===== config.mk =====
export PLATFORM = sky130hd
export DESIGN_NAME = isochronous_packet_sizer
export DESIGN_NICKNAME = d
export VERILOG_FILES = /design/src/core/pkt_sizer_pkg.sv /design/src/core/word_fifo.sv /design/src/core/ceil_divider.sv /design/src/core/isochronous_packet_sizer.sv
export SDC_FILE = /design/constraint.sdc
export NUM_CORES = 1
export LEC_CHECK = 0
export BUFFER_PORTS_ARGS = -buffer_cell sky130_fd_sc_hd__buf_2
export CAP_MARGIN = 20
export CORE_MARGIN = 2
export CORE_UTILIZATION = 64
export CTS_CLUSTER_SIZE = 14
export DETAILED_ROUTE_END_ITERATION = 10
export PLACE_DENSITY = 0.86
export SLEW_MARGIN = 15
export SYNTH_ARGS = -nofsm -noshare
export SYNTH_HDL_FRONTEND = slang
export SYNTH_SLANG_ARGS = --single-unit

===== constraint.sdc =====
create_clock -name mclk -period 30.5 [get_ports mclk]
set_input_delay 6.1 -clock mclk [delete_from_list [all_inputs] [get_ports mclk]]
set_output_delay 6.1 -clock mclk [all_outputs]
set_load 0.01 [all_outputs]

===== src/core/pkt_sizer_pkg.sv =====
// Purpose: Shared constants and types for the isochronous packet sizer
// Assumes: 10 MHz mclk, 32-bit stream words carrying four payload bytes each
// Notes:   Bit positions in status words are numbered with bit 0 as the MSB

package pkt_sizer_pkg;

  // ----------------------------------------------------------------
  // Timing
  // ----------------------------------------------------------------
  localparam int unsigned CLK_PERIOD_NS  = 100;
  localparam int unsigned BUS_CYCLE_NS   = 125000;
  localparam int unsigned BUS_CYCLE_CLKS = BUS_CYCLE_NS / CLK_PERIOD_NS;
  localparam int unsigned TICK_W         = $clog2(BUS_CYCLE_CLKS);
  localparam logic [TICK_W-1:0] TICK_LAST = TICK_W'(BUS_CYCLE_CLKS - 1);

  // ----------------------------------------------------------------
  // Payload sizing
  // ----------------------------------------------------------------
  localparam int unsigned DATA_W     = 32;
  localparam int unsigned PAYLOAD_W  = 14;
  localparam int unsigned PWORDS_W   = PAYLOAD_W - 2;
  localparam logic [PAYLOAD_W-1:0] LIMIT_S400    = 14'h1000;
  localparam logic [PAYLOAD_W-1:0] LIMIT_S800    = 14'h2000;
  localparam logic [PAYLOAD_W-1:0] PAYLOAD_MIN   = 14'h0004;
  localparam logic [PAYLOAD_W-1:0] PAYLOAD_RESET = 14'h1000;
  localparam int unsigned IMG_BYTES_W  = 24;
  localparam int unsigned FRAME_CYC_W  = 16;
  localparam int unsigned DIV_W        = 24;

  // ----------------------------------------------------------------
  // Inquiry address space
  // ----------------------------------------------------------------
  localparam int unsigned BUS_ID_W   = 10;
  localparam int unsigned NODE_ID_W  = 6;
  localparam int unsigned INQ_OFS_W  = 12;
  localparam logic [47:0] INQ_BASE_LOW = 48'hffff_f0f0_0000;

  // ----------------------------------------------------------------
  // Status word, bit 0 is the MSB
  // ----------------------------------------------------------------
  localparam int unsigned ST_BIT_S800    = 0;
  localparam int unsigned ST_BIT_LIMITED = 1;

  typedef enum logic [1:0] {
    ST_IDLE = 2'b01,
    ST_SEND = 2'b10
  } send_state_t;

  typedef struct packed {
    logic              last;
    logic [DATA_W-1:0] data;
  } word_t;

  function automatic int unsigned msb0_pos(input int unsigned n);
    return 31 - n;
  endfunction

  function automatic logic [63:0] inquiry_address(
    input logic [BUS_ID_W-1:0]  bus_id,
    input logic [NODE_ID_W-1:0] node_id,
    input logic [INQ_OFS_W-1:0] offset
  );
    return {bus_id, node_id, INQ_BASE_LOW + {36'h0, offset}};
  endfunction

endpackage


===== src/core/word_fifo.sv =====
// Purpose: Synchronous FIFO with valid/ready on both sides
// Assumes: DEPTH is a power of two
// Notes:   Flags are registered so s_ready and m_valid come straight from flops

`timescale 1ns/1ps
`default_nettype none

module word_fifo
#(
  parameter int unsigned WIDTH = 33,
  parameter int unsigned DEPTH = 16
)
(
  input  wire logic             mclk,
  input  wire logic             rst,
  input  wire logic             s_valid,
  output var  logic             s_ready,
  input  wire logic [WIDTH-1:0] s_data,
  output var  logic             m_valid,
  input  wire logic             m_ready,
  output var  logic [WIDTH-1:0] m_data
);

  localparam int unsigned AW = $clog2(DEPTH);

  logic [WIDTH-1:0] mem [DEPTH];
  logic [AW:0]      wr_ptr;
  logic [AW:0]      rd_ptr;
  logic [AW:0]      next_wr_ptr;
  logic [AW:0]      next_rd_ptr;
  logic             next_s_ready;
  logic             next_m_valid;
  logic             push;
  logic             pop;
  logic [AW:0]      fill;

  always_comb
  begin
    push        = s_valid && s_ready;
    pop         = m_valid && m_ready;
    next_wr_ptr = wr_ptr + (AW+1)'(push);
    next_rd_ptr = rd_ptr + (AW+1)'(pop);
    fill        = next_wr_ptr - next_rd_ptr;
    // Full and empty from the pointers that will hold next cycle
    next_s_ready = fill != (AW+1)'(DEPTH);
    next_m_valid = fill != '0;
  end

  always_ff @(posedge mclk or posedge rst)
  begin
    if (rst)
    begin
      wr_ptr  <= '0;
      rd_ptr  <= '0;
      s_ready <= 1'b0;
      m_valid <= 1'b0;
    end
    else
    begin
      wr_ptr  <= next_wr_ptr;
      rd_ptr  <= next_rd_ptr;
      s_ready <= next_s_ready;
      m_valid <= next_m_valid;
    end
  end

  always_ff @(posedge mclk)
  begin
    if (push)
    begin
      mem[wr_ptr[AW-1:0]] <= s_data;
    end
  end

  assign m_data = mem[rd_ptr[AW-1:0]];

endmodule

`default_nettype wire


===== src/core/ceil_divider.sv =====
// Purpose: Sequential divider returning the quotient rounded up
// Assumes: start pulses only while idle; operands are sampled at start
// Notes:   W+1 cycles per result; a zero divisor yields all ones

`timescale 1ns/1ps
`default_nettype none

module ceil_divider
#(
  parameter int unsigned W = 24
)
(
  input  wire logic         mclk,
  input  wire logic         rst,
  input  wire logic         start,
  input  wire logic [W-1:0] num,
  input  wire logic [W-1:0] den,
  output var  logic         done,
  output var  logic [W-1:0] quot
);

  localparam int unsigned CW = $clog2(W + 2);

  logic [W:0]    rem;
  logic [W:0]    quo;
  logic [W:0]    dd;
  logic [CW-1:0] cnt;
  logic [W:0]    next_rem;
  logic [W:0]    next_quo;
  logic [W:0]    next_dd;
  logic [CW-1:0] next_cnt;
  logic          next_done;
  logic [W:0]    shifted;

  always_comb
  begin
    next_rem  = rem;
    next_quo  = quo;
    next_dd   = dd;
    next_cnt  = cnt;
    next_done = 1'b0;
    shifted   = {rem[W-1:0], quo[W]};
    if (start)
    begin
      // Adding den-1 first turns floor division into ceiling division
      next_quo = {1'b0, num} + {1'b0, den} - (W+1)'(1);
      next_rem = '0;
      next_dd  = {1'b0, den};
      next_cnt = CW'(W + 1);
    end
    else if (cnt != '0)
    begin
      if (shifted >= dd)
      begin
        next_rem = shifted - dd;
        next_quo = {quo[W-1:0], 1'b1};
      end
      else
      begin
        next_rem = shifted;
        next_quo = {quo[W-1:0], 1'b0};
      end
      next_cnt  = cnt - CW'(1);
      next_done = cnt == CW'(1);
    end
  end

  always_ff @(posedge mclk or posedge rst)
  begin
    if (rst)
    begin
      rem  <= '0;
      quo  <= '0;
      dd   <= '0;
      cnt  <= '0;
      done <= 1'b0;
    end
    else
    begin
      rem  <= next_rem;
      quo  <= next_quo;
      dd   <= next_dd;
      cnt  <= next_cnt;
      done <= next_done;
    end
  end

  assign quot = quo[W] ? '1 : quo[W-1:0];

endmodule

`default_nettype wire


===== src/core/isochronous_packet_sizer.sv =====
// Purpose: Cuts an image word stream into one isochronous packet per bus cycle
// Assumes: One payload byte lane per byte of a 32-bit word; host honours bus shares
// Notes:   Speed follows device and path capability pins; payload kept rate-legal

`timescale 1ns/1ps
`default_nettype none

module isochronous_packet_sizer
  import pkt_sizer_pkg::*;
#(
  parameter int unsigned FIFO_DEPTH = 16
)
(
  input  wire logic                   mclk,
  input  wire logic                   rst,
  input  wire logic                   in_valid,
  output var  logic                   in_ready,
  input  wire logic [DATA_W-1:0]      in_data,
  input  wire logic                   in_last,
  output var  logic                   out_valid,
  input  wire logic                   out_ready,
  output var  logic [DATA_W-1:0]      out_data,
  output var  logic                   out_first,
  output var  logic                   out_last,
  output var  logic                   out_cut,
  output var  logic                   cycle_tick,
  input  wire logic                   cap_local_b,
  input  wire logic                   cap_path_b,
  output var  logic                   s800_active,
  input  wire logic                   cfg_write,
  input  wire logic [PAYLOAD_W-1:0]   cfg_payload,
  output var  logic [PAYLOAD_W-1:0]   payload,
  output var  logic                   cfg_reject,
  input  wire logic [IMG_BYTES_W-1:0] image_bytes,
  input  wire logic [FRAME_CYC_W-1:0] frame_cycles,
  output var  logic [PAYLOAD_W-1:0]   recommended_payload,
  output var  logic                   rate_limited,
  output var  logic [FRAME_CYC_W-1:0] frame_period_limit,
  output var  logic [FRAME_CYC_W-1:0] image_cycles,
  output var  logic [31:0]            status_word,
  input  wire logic [BUS_ID_W-1:0]    bus_id,
  input  wire logic [NODE_ID_W-1:0]   node_id,
  input  wire logic                   req_valid,
  input  wire logic [63:0]            req_addr,
  output var  logic [63:0]            inquiry_base,
  output var  logic                   addr_hit,
  output var  logic [INQ_OFS_W-1:0]   addr_offset
);

  // ----------------------------------------------------------------
  // Capability pins, two flops each
  // ----------------------------------------------------------------
  logic [1:0] local_b_sync;
  logic [1:0] path_b_sync;

  always_ff @(posedge mclk or posedge rst)
  begin
    if (rst)
    begin
      local_b_sync <= 2'b00;
      path_b_sync  <= 2'b00;
    end
    else
    begin
      local_b_sync <= {local_b_sync[0], cap_local_b};
      path_b_sync  <= {path_b_sync[0], cap_path_b};
    end
  end

  // ----------------------------------------------------------------
  // Bus cycle timer
  // ----------------------------------------------------------------
  logic [TICK_W-1:0] tick_cnt;
  logic [TICK_W-1:0] next_tick_cnt;
  logic              next_cycle_tick;

  always_comb
  begin
    next_tick_cnt   = (tick_cnt == TICK_LAST) ? '0 : tick_cnt + TICK_W'(1);
    next_cycle_tick = tick_cnt == TICK_LAST;
  end

  always_ff @(posedge mclk or posedge rst)
  begin
    if (rst)
    begin
      tick_cnt   <= '0;
      cycle_tick <= 1'b0;
    end
    else
    begin
      tick_cnt   <= next_tick_cnt;
      cycle_tick <= next_cycle_tick;
    end
  end

  // ----------------------------------------------------------------
  // Speed and payload setting
  // ----------------------------------------------------------------
  logic                 next_s800;
  logic [PAYLOAD_W-1:0] limit;
  logic [PAYLOAD_W-1:0] next_payload;
  logic                 next_cfg_reject;
  logic                 cfg_ok;

  always_comb
  begin
    next_s800 = local_b_sync[1] && path_b_sync[1];
    limit     = s800_active ? LIMIT_S800 : LIMIT_S400;
    cfg_ok    = (cfg_payload[1:0] == 2'b00)
             && (cfg_payload >= PAYLOAD_MIN)
             && (cfg_payload <= limit);
    next_payload    = payload;
    next_cfg_reject = cfg_write && !cfg_ok;
    if (cfg_write && cfg_ok)
    begin
      next_payload = cfg_payload;
    end
    else if (payload > limit)
    begin
      // Falling back to S400 must not leave an S800-sized packet behind
      next_payload = limit;
    end
  end

  always_ff @(posedge mclk or posedge rst)
  begin
    if (rst)
    begin
      s800_active <= 1'b0;
      payload     <= PAYLOAD_RESET;
      cfg_reject  <= 1'b0;
    end
    else
    begin
      s800_active <= next_s800;
      payload     <= next_payload;
      cfg_reject  <= next_cfg_reject;
    end
  end

  // ----------------------------------------------------------------
  // Data buffer
  // ----------------------------------------------------------------
  word_t in_word;
  word_t head;
  logic  head_valid;
  logic  head_take;

  assign in_word = '{last: in_last, data: in_data};

  word_fifo #(
    .WIDTH ($bits(word_t)),
    .DEPTH (FIFO_DEPTH)
  ) u_fifo (
    .mclk    (mclk),
    .rst     (rst),
    .s_valid (in_valid),
    .s_ready (in_ready),
    .s_data  (in_word),
    .m_valid (head_valid),
    .m_ready (head_take),
    .m_data  (head)
  );

  // ----------------------------------------------------------------
  // Packet sender
  // ----------------------------------------------------------------
  send_state_t          state;
  send_state_t          next_state;
  logic [PWORDS_W:0]    words_left;
  logic [PWORDS_W:0]    next_words_left;
  logic                 first_pending;
  logic                 next_first_pending;
  logic [FRAME_CYC_W-1:0] pkt_count;
  logic [FRAME_CYC_W-1:0] next_pkt_count;
  logic [FRAME_CYC_W-1:0] next_image_cycles;
  logic                 next_out_valid;
  logic [DATA_W-1:0]    next_out_data;
  logic                 next_out_first;
  logic                 next_out_last;
  logic                 next_out_cut;
  logic                 word_last;

  always_comb
  begin
    next_state         = state;
    next_words_left    = words_left;
    next_first_pending = first_pending;
    next_pkt_count     = pkt_count;
    next_image_cycles  = image_cycles;
    next_out_valid     = out_valid && !out_ready;
    next_out_data      = out_data;
    next_out_first     = out_first;
    next_out_last      = out_last;
    next_out_cut       = 1'b0;
    word_last          = 1'b0;
    head_take          = 1'b0;
    case (state)
      ST_IDLE:
      begin
        head_take = 1'b0;
      end
      ST_SEND:
      begin
        // No word moves on a tick so a packet never straddles two cycles
        head_take = head_valid && (!out_valid || out_ready)
                 && (words_left != '0) && !cycle_tick;
      end
      default:
      begin
        next_state = ST_IDLE;
      end
    endcase
    if (head_take)
    begin
      word_last          = (words_left == (PWORDS_W+1)'(1)) || head.last;
      next_out_valid     = 1'b1;
      next_out_data      = head.data;
      next_out_first     = first_pending;
      next_out_last      = word_last;
      next_first_pending = 1'b0;
      next_words_left    = words_left - (PWORDS_W+1)'(1);
      if (first_pending)
      begin
        next_pkt_count = pkt_count + FRAME_CYC_W'(1);
      end
      if (head.last)
      begin
        next_image_cycles = first_pending ? pkt_count + FRAME_CYC_W'(1) : pkt_count;
        next_pkt_count    = '0;
      end
      if (word_last)
      begin
        next_state = ST_IDLE;
      end
    end
    if (cycle_tick)
    begin
      // An unfinished packet is closed by the cut flag, not by a late last
      next_out_cut       = (state == ST_SEND) && !first_pending;
      next_state         = ST_SEND;
      next_words_left    = {1'b0, payload[PAYLOAD_W-1:2]};
      next_first_pending = 1'b1;
    end
  end

  always_ff @(posedge mclk or posedge rst)
  begin
    if (rst)
    begin
      state         <= ST_IDLE;
      words_left    <= '0;
      first_pending <= 1'b0;
      pkt_count     <= '0;
      image_cycles  <= '0;
      out_valid     <= 1'b0;
      out_data      <= '0;
      out_first     <= 1'b0;
      out_last      <= 1'b0;
      out_cut       <= 1'b0;
    end
    else
    begin
      state         <= next_state;
      words_left    <= next_words_left;
      first_pending <= next_first_pending;
      pkt_count     <= next_pkt_count;
      image_cycles  <= next_image_cycles;
      out_valid     <= next_out_valid;
      out_data      <= next_out_data;
      out_first     <= next_out_first;
      out_last      <= next_out_last;
      out_cut       <= next_out_cut;
    end
  end

  // ----------------------------------------------------------------
  // Recommended payload and frame period bound
  // ----------------------------------------------------------------
  logic [IMG_BYTES_W:0] bytes_round;
  logic [DIV_W-1:0]     div_num;
  logic [DIV_W-1:0]     div_den;
  logic [DIV_W-1:0]     div_quot;
  logic                 div_done;
  logic                 div_start;
  logic                 job_rec;
  logic                 next_div_start;
  logic                 next_job_rec;
  logic [PAYLOAD_W-1:0] next_recommended;
  logic                 next_rate_limited;
  logic [FRAME_CYC_W-1:0] min_frame;
  logic [FRAME_CYC_W-1:0] next_min_frame;
  logic [FRAME_CYC_W-1:0] next_frame_limit;
  logic [DIV_W-1:0]     rec_words;

  always_comb
  begin
    bytes_round = {1'b0, image_bytes} + (IMG_BYTES_W+1)'(3);
    div_num     = DIV_W'(bytes_round[IMG_BYTES_W:2]);
    // Two jobs share one divider, alternating after each result
    div_den     = job_rec ? DIV_W'(frame_cycles) : DIV_W'(payload[PAYLOAD_W-1:2]);
    next_div_start   = div_done;
    next_job_rec     = div_done ? !job_rec : job_rec;
    next_recommended = recommended_payload;
    next_min_frame   = min_frame;
    rec_words        = div_quot;
    if (div_done && job_rec)
    begin
      if (rec_words > DIV_W'(limit[PAYLOAD_W-1:2]))
      begin
        next_recommended = limit;
      end
      else if (rec_words == '0)
      begin
        next_recommended = PAYLOAD_MIN;
      end
      else
      begin
        next_recommended = {rec_words[PWORDS_W-1:0], 2'b00};
      end
    end
    if (div_done && !job_rec)
    begin
      next_min_frame = (div_quot > DIV_W'({FRAME_CYC_W{1'b1}}))
                     ? '1 : div_quot[FRAME_CYC_W-1:0];
    end
    next_rate_limited = payload < recommended_payload;
    next_frame_limit  = (min_frame > frame_cycles) ? min_frame : frame_cycles;
  end

  ceil_divider #(
    .W (DIV_W)
  ) u_div (
    .mclk  (mclk),
    .rst   (rst),
    .start (div_start),
    .num   (div_num),
    .den   (div_den),
    .done  (div_done),
    .quot  (div_quot)
  );

  always_ff @(posedge mclk or posedge rst)
  begin
    if (rst)
    begin
      div_start           <= 1'b1;
      job_rec             <= 1'b1;
      recommended_payload <= PAYLOAD_MIN;
      min_frame           <= '0;
      rate_limited        <= 1'b0;
      frame_period_limit  <= '0;
    end
    else
    begin
      div_start           <= next_div_start;
      job_rec             <= next_job_rec;
      recommended_payload <= next_recommended;
      min_frame           <= next_min_frame;
      rate_limited        <= next_rate_limited;
      frame_period_limit  <= next_frame_limit;
    end
  end

  // ----------------------------------------------------------------
  // Status word and inquiry address decode
  // ----------------------------------------------------------------
  logic [31:0]          next_status;
  logic [63:0]          next_base;
  logic                 next_hit;
  logic [INQ_OFS_W-1:0] next_offset;

  always_comb
  begin
    next_status = {18'h0, recommended_payload};
    next_status[msb0_pos(ST_BIT_S800)]    = s800_active;
    next_status[msb0_pos(ST_BIT_LIMITED)] = rate_limited;
    next_base   = inquiry_address(bus_id, node_id, '0);
    // The offset window is 4 KB, so only the low bits may differ from the base
    next_hit    = req_valid && (req_addr[63:INQ_OFS_W] == next_base[63:INQ_OFS_W]);
    next_offset = next_hit ? req_addr[INQ_OFS_W-1:0] : addr_offset;
  end

  always_ff @(posedge mclk or posedge rst)
  begin
    if (rst)
    begin
      status_word  <= '0;
      inquiry_base <= '0;
      addr_hit     <= 1'b0;
      addr_offset  <= '0;
    end
    else
    begin
      status_word  <= next_status;
      inquiry_base <= next_base;
      addr_hit     <= next_hit;
      addr_offset  <= next_offset;
    end
  end

endmodule

`default_nettype wire


# After elaboration in Yosys (flattened, before gate mapping)
# Memories as Yosys holds them, arrays and structs flattened.
# Cells that the tools add are included.
dict set report word_totals {
  ram_bits 528
  elab_cells 131
  mem_count 1
  output_inout_bits 210
  reg_bits 325
}
# memory depth width read_ports rd_clocked_by_memory_dff wr line
set mem_list {}
lappend mem_list {u_fifo.mem 16 33 1 0 1 word_fifo.sv:26} ;# logic [WIDTH-1:0] mem [DEPTH];
dict set report classes {
  addsub 11
  order_cmp 8
  n_eq_ne 7
  reduce_logical 33
  n_mux 35
}
# operator count
set op_table {}
lappend op_table {{$mux W24} 4}
lappend op_table {{$mux W16} 5}
lappend op_table {{$mux W14} 5}
lappend op_table {{$eq A52 B52 Y1} 1}
lappend op_table {{$mux W25} 2}
lappend op_table {{$mux W13} 2}
lappend op_table {{$add A24 B2 Y25 const B} 1}
lappend op_table {{$ge A25 B24 Y1} 1}
lappend op_table {{$sub A25 B1 Y25 const B} 1}
lappend op_table {{$add A23 B16 Y24} 1}
lappend op_table {{$gt A24 B12 Y1} 1}
lappend op_table {{$gt A24 B16 Y1 const B} 1}
lappend op_table {{$logic_not A24 Y1} 1}
lappend op_table {{$sub A24 B24 Y24} 1}
lappend op_table {{$add A16 B1 Y16 const B} 1}
lappend op_table {{$gt A16 B16 Y1} 1}
lappend op_table {{$logic_and A1 B1 Y1} 15}
lappend op_table {{$ge A14 B3 Y1 const B} 1}
lappend op_table {{$gt A14 B14 Y1} 1}
lappend op_table {{$le A14 B14 Y1} 1}
lappend op_table {{$lt A14 B14 Y1} 1}
lappend op_table {{$eq A13 B1 Y1 const B} 1}
lappend op_table {{$reduce_bool A13 Y1} 1}
lappend op_table {{$sub A13 B1 Y13 const B} 1}
lappend op_table {{other kinds (20)} 43}

# Depth between registers and ports, before layout
dict set report logic_depth {
  depth_word 10
  mapped_depth 19
  depth_no_buf 17
}

# Cells and area by module
# A second synthesis with hierarchy kept.
dict set report unflattened {
  hier_cells 2746
  area_unflattened_um2 37862.6
}
# mod instances cells_each seq_area_each_um2 area_each_um2
set by_module_without_submodules {}
lappend by_module_without_submodules {word_fifo 1 809 16155.5 20512.2}
lappend by_module_without_submodules {isochronous_packet_sizer 1 1083 5186.2 10687.8}
lappend by_module_without_submodules {ceil_divider 1 854 1976.9 6662.6}

# Worst setup path before layout
# OpenSTA, ideal clock, no wires.
dict set report synth_timing {
  kind {in2reg}
  start {in image_bytes[0]}
  end {reg u_div.quo[24]}
  setup_time_ns 0.086
  arrival_ns 9.619
  n_path_buf 1
  required_time_ns 30.414
  path_stages 16
  setup_slack_ns 20.795
  cell_sequence {o2111ai_1 -> nor2_1 -> and2_1 -> clkbuf_1 -> nand3_1 -> xnor2_1 -> ha_1 -> a21oi_2 -> nand2_2 -> a31oi_2 -> nand2_2 -> or4_4 -> a311oi_2 -> o211ai_2 -> or4_1 -> a32oi_1}
}
dict set report synth_between {
  elab_chain_len 4
}
# element line
set synth_rtl {}
lappend synth_rtl {{start: declaration} isochronous_packet_sizer.sv:34} ;# input wire logic [IMG_BYTES_W-1:0] image_bytes,
lappend synth_rtl {{$add A24 B2 Y25} isochronous_packet_sizer.sv:299} ;# bytes_round = {1'b0, image_bytes} + (IMG_BYTES_W+1)'(3);
lappend synth_rtl {{$add A23 B16 Y24} ceil_divider.sv:46} ;# next_quo = {1'b0, num} + {1'b0, den} - (W+1)'(1);
lappend synth_rtl {{$sub A25 B1 Y25} ceil_divider.sv:46}
lappend synth_rtl {{$mux W25} ceil_divider.sv:43} ;# if (start)
lappend synth_rtl {{end signal: assignment} ceil_divider.sv:81} ;# quo <= next_quo;
lappend synth_rtl {{end: declaration} ceil_divider.sv:25} ;# logic [W:0] quo;
# No other way between the ends.
# A chain may end at the register's enable or synchronous reset.

# Worst setup path after layout
# Ends and elaborated chain as after synthesis.

==> flow_metrics.env <==
export IMPL_clock_sinks=818
export IMPL_cp_end_kind="flop"
export IMPL_synth_warning_count=0
export IMPL_io_pins=385
export IMPL_die_w_um=242
export IMPL_slew_headroom=0.271
export IMPL_h_tree_depth=3
export IMPL_numCtsBuffers=81
export IMPL_finalCriticalPeriod_ns=10.02
export IMPL_synth_cell_types=99
export IMPL_max_freq_ghz=0.0998
export IMPL_cts_hold_buf=0
export IMPL_drc=0
export IMPL_setup_viol=0
export IMPL_yosys_area_share_simple=0.0785
export IMPL_synthCells=2468
export IMPL_max_stage_delay_ns=0.51
export IMPL_drv_cap=0
export IMPL_mostFrequentLayoutCells="528 x edfxtp_1, 340 x buf_2, 281 x dfrtp_1"
export IMPL_crit_type="in -> reg"
export IMPL_track_usage=0.342
export IMPL_cts_setup_buffers=0
export IMPL_antenna_found_initial=12
export IMPL_fin_skew_ns=0.0320
export IMPL_seq_area_frac_synth=0.635
export IMPL_synth_edf_count=528
export IMPL_arrival_ns=10.54
export IMPL_worst_path_max_delay_cell="or4_1"
export IMPL_required_ns=31.02
export IMPL_grt_pass1_vias=24200
export IMPL_maxSlewViolCount=0
export IMPL_path_max_fanout=11
export IMPL_wl_per_cell_um=27.8
export IMPL_synthesis_area_um2=36400
export IMPL_cts_root_buffer="clkbuf_16"
export IMPL_multi_input_area_um2=12300
export IMPL_ir_drop_uv=78.4
export IMPL_fp_row_count=87
export IMPL_p_leak_nw=16.0
export IMPL_grt_max_degree=132
export IMPL_tightest_slew_ns=1.09
export IMPL_grt_first_pass_wirelength_mm=150
export IMPL_finalNetCount=3049
export IMPL_outcome="finished clean"
export IMPL_die_area_um2=58800
export IMPL_synth_fa_ha_area_frac=0.0293
export IMPL_synth_top_cell_area_share=0.436
export IMPL_whs_path_depth=0
export IMPL_synth_seq_cells=818
export IMPL_place_gp_congestion=0.936
export IMPL_worst_r2r_path_depth=13
export IMPL_finalInstanceArea_um2=41400
export IMPL_r2r_setup_slack_ns=25.54
export IMPL_fin_tns_setup_ns=0
export IMPL_seqCellArea_um2=23100
export IMPL_grt_setup_unrepaired="false"
export IMPL_power_density_nw_per_um2=69.9
export IMPL_hold_violations=0
export IMPL_cp_start_kind="primary input"
export IMPL_die_h_um=242
export IMPL_crit_buf_inv=1
export IMPL_critical_path_top_delay_family="compound AO/OA/AOI/OAI gates"
export IMPL_cp_common_cell="a21oi_1"
export IMPL_clk_pin_slew_ns=0.06
export IMPL_synth_compound_area_frac=0.0645
export IMPL_placed_cell_area_um2=38600
export IMPL_final_common_cell="edfxtp_1"
export IMPL_path_depth=17
export IMPL_tritoncts="yes"
export IMPL_start_util=0.647
export IMPL_synth_ff_type="edfxtp_1"
export IMPL_min_path_type="reg -> reg"
export IMPL_cp_cell_sequence="buf_2, o2111ai_1, nor2_1, and2_1, nand3_1, xnor2_1, ha_1, a21oi_1, o211ai_1, a22o_1, o311ai_1, a21oi_1, o21ai_1, xor2_1, nand4_1, or4_1, a32oi_1"
export IMPL_drt_first_iter_violations=3303
export IMPL_period_share=0.329
export IMPL_port_buffers=340
export IMPL_synthArstFlopShare=0.355
export IMPL_synth_area_per_cell_um2=14.7
export IMPL_ant_nets=0
export IMPL_synth_area_leaders="edfxtp_1 44%, dfrtp_1 20%, mux4_2 10%, ha_1 2.8%, mux2_2 2.2%"
export IMPL_clock_latency_ns=0.66
export IMPL_synth_top_family_by_area="multiplexers"
export IMPL_core_area_um2=56300
export IMPL_hpwl_mm=55.9
export IMPL_synth_xor_area_frac=0.0278
export IMPL_areaGrowthSynthToFinish_pct=13.7
export IMPL_num_vias=24100
export IMPL_ctsResizeCount=0
export IMPL_viasPerCell=6.65
export IMPL_drtPass1Iterations=9
export IMPL_clk_path_buf_depth=3
export IMPL_n_fill_cell=3263
export IMPL_synthMuxAreaShare=0.130
export IMPL_synth_area_leader_cell="edfxtp_1"
export IMPL_postRouteWirelength_mm=100
export IMPL_layout_drive_gt1_share=0.279
export IMPL_overflow=0
-- power by group --
group / switching (W) / leakage, nW / total (W) / internal (W)
combinational: 0.000289 / 6.35 / 0.000509 / 0.000220
clock: 0.000447 / 1.33 / 0.00103 / 0.000581
sequential: 0.0000691 / 8.36 / 0.00136 / 0.00129
-- worst register-to-register path, cell delays in order (launching register included) --
cell	delay, ns
dfstp_2	0.80
mux2_2	0.42
ha_1	0.25
fa_1	0.49
a21o_1	0.25
o2bb2ai_2	0.16
a22o_1	0.30
o311ai_1	0.35
a21oi_1	0.17
o21ai_1	0.19
xor2_1	0.41
nand4_1	0.23
or4_1	0.51
a32oi_1	0.32
-- Yosys cell counts (11+ instances only) --
| cell type | instances |
|---|---|
| nor3_1 | 53 |
| edfxtp_1 | 528 |
| clkbuf_1 | 81 |
| inv_1 | 81 |
| mux2_2 | 71 |
| xor2_1 | 43 |
| xnor2_1 | 68 |
| o21a_1 | 13 |
| and2_1 | 17 |
| o22a_1 | 11 |
| nor2_1 | 136 |
| a21o_1 | 14 |
| or3_1 | 13 |
| mux4_2 | 165 |
| mux2i_1 | 21 |
| a211oi_1 | 29 |
| ha_1 | 82 |
| buf_1 | 21 |
| nand2b_1 | 15 |
| dfrtp_1 | 285 |
| nand3_1 | 34 |
| nor4_1 | 22 |
| o21ai_0 | 124 |
| and3_1 | 23 |
| nand2_1 | 187 |
| a21oi_1 | 58 |
| nor2b_1 | 13 |
| nand4_1 | 17 |
| buf_4 | 68 |
-- metrics by stage --
step | setup slack [ns] | util | hold slack, ns | total power [W] | cells
after global placement | 20.30 | 0.686 | 0.338 | 0.00182 | 3462
after floorplan | 16.40 | - | 0.331 | 0.00168 | 2511
after CTS | 20.69 | 0.735 | 0.355 | 0.00289 | 3613
after global routing | 20.27 | 0.735 | 0.364 | 0.00297 | 3616
after detailed placement | 20.21 | 0.686 | 0.348 | 0.00186 | 3462
final | 20.48 | 0.735 | 0.352 | 0.00289 | 3619
-- registers in the layout (all words and copies together), names as in the netlist, 5 cells and up --
signal,count
u_div.quo,25
tick_cnt,11
frame_period_limit,16
addr_offset,12
u_div.rem,24
pkt_count,16
recommended_payload,12
status_word,14
payload,14
u_fifo.rd_ptr,5
out_data,32
inquiry_base,17
u_div.cnt,5
u_fifo.wr_ptr,5
words_left,13
image_cycles,16
u_fifo.mem,528
min_frame,16
u_div.dd,16
-- routing by layer --
metal / wire length [um] / track usage / up-vias
li1: - / - / 9906
met1: 35600 / 0.449 / 12000
met2: 48700 / 0.544 / 1803
met3: 10700 / 0.0782 / 389
met4: 5420 / 0.169 / 12
met5: 80 / 0 / -
-- final timing paths --
path                                     start         endpoint
worst max-delay path            image_bytes[0]    u_div.quo[24]
min in group asynchronous                  rst   addr_offset[7]
worst min register to register  path_b_sync[0]   path_b_sync[1]
max in group asynchronous                  rst  image_cycles[9]
worst min-delay path            path_b_sync[0]   path_b_sync[1]
worst max register to register         job_rec    u_div.quo[24]
-- cells by family after synthesis --
logic type / count (synthesis)
mux: 257
xor+xnor: 113
buf+inv: 258
flops: 818
other cells: 2
fa+ha+maj: 84
compound gates: 353
simple gates: 583
-- layout make-up --
cell class,instances,area share
Sequential cell,818,0.559
Multi-Input combinational cell,1435,0.297
Clock buffer,110,0.0550
Timing Repair Buffer,372,0.0475
Tap cell,756,0.0229
Clock inverter,41,0.0106
Inverter,82,0.00762
Antenna cell,5,0.000302
No activity file was read; power rests on OpenSTA's default activity.
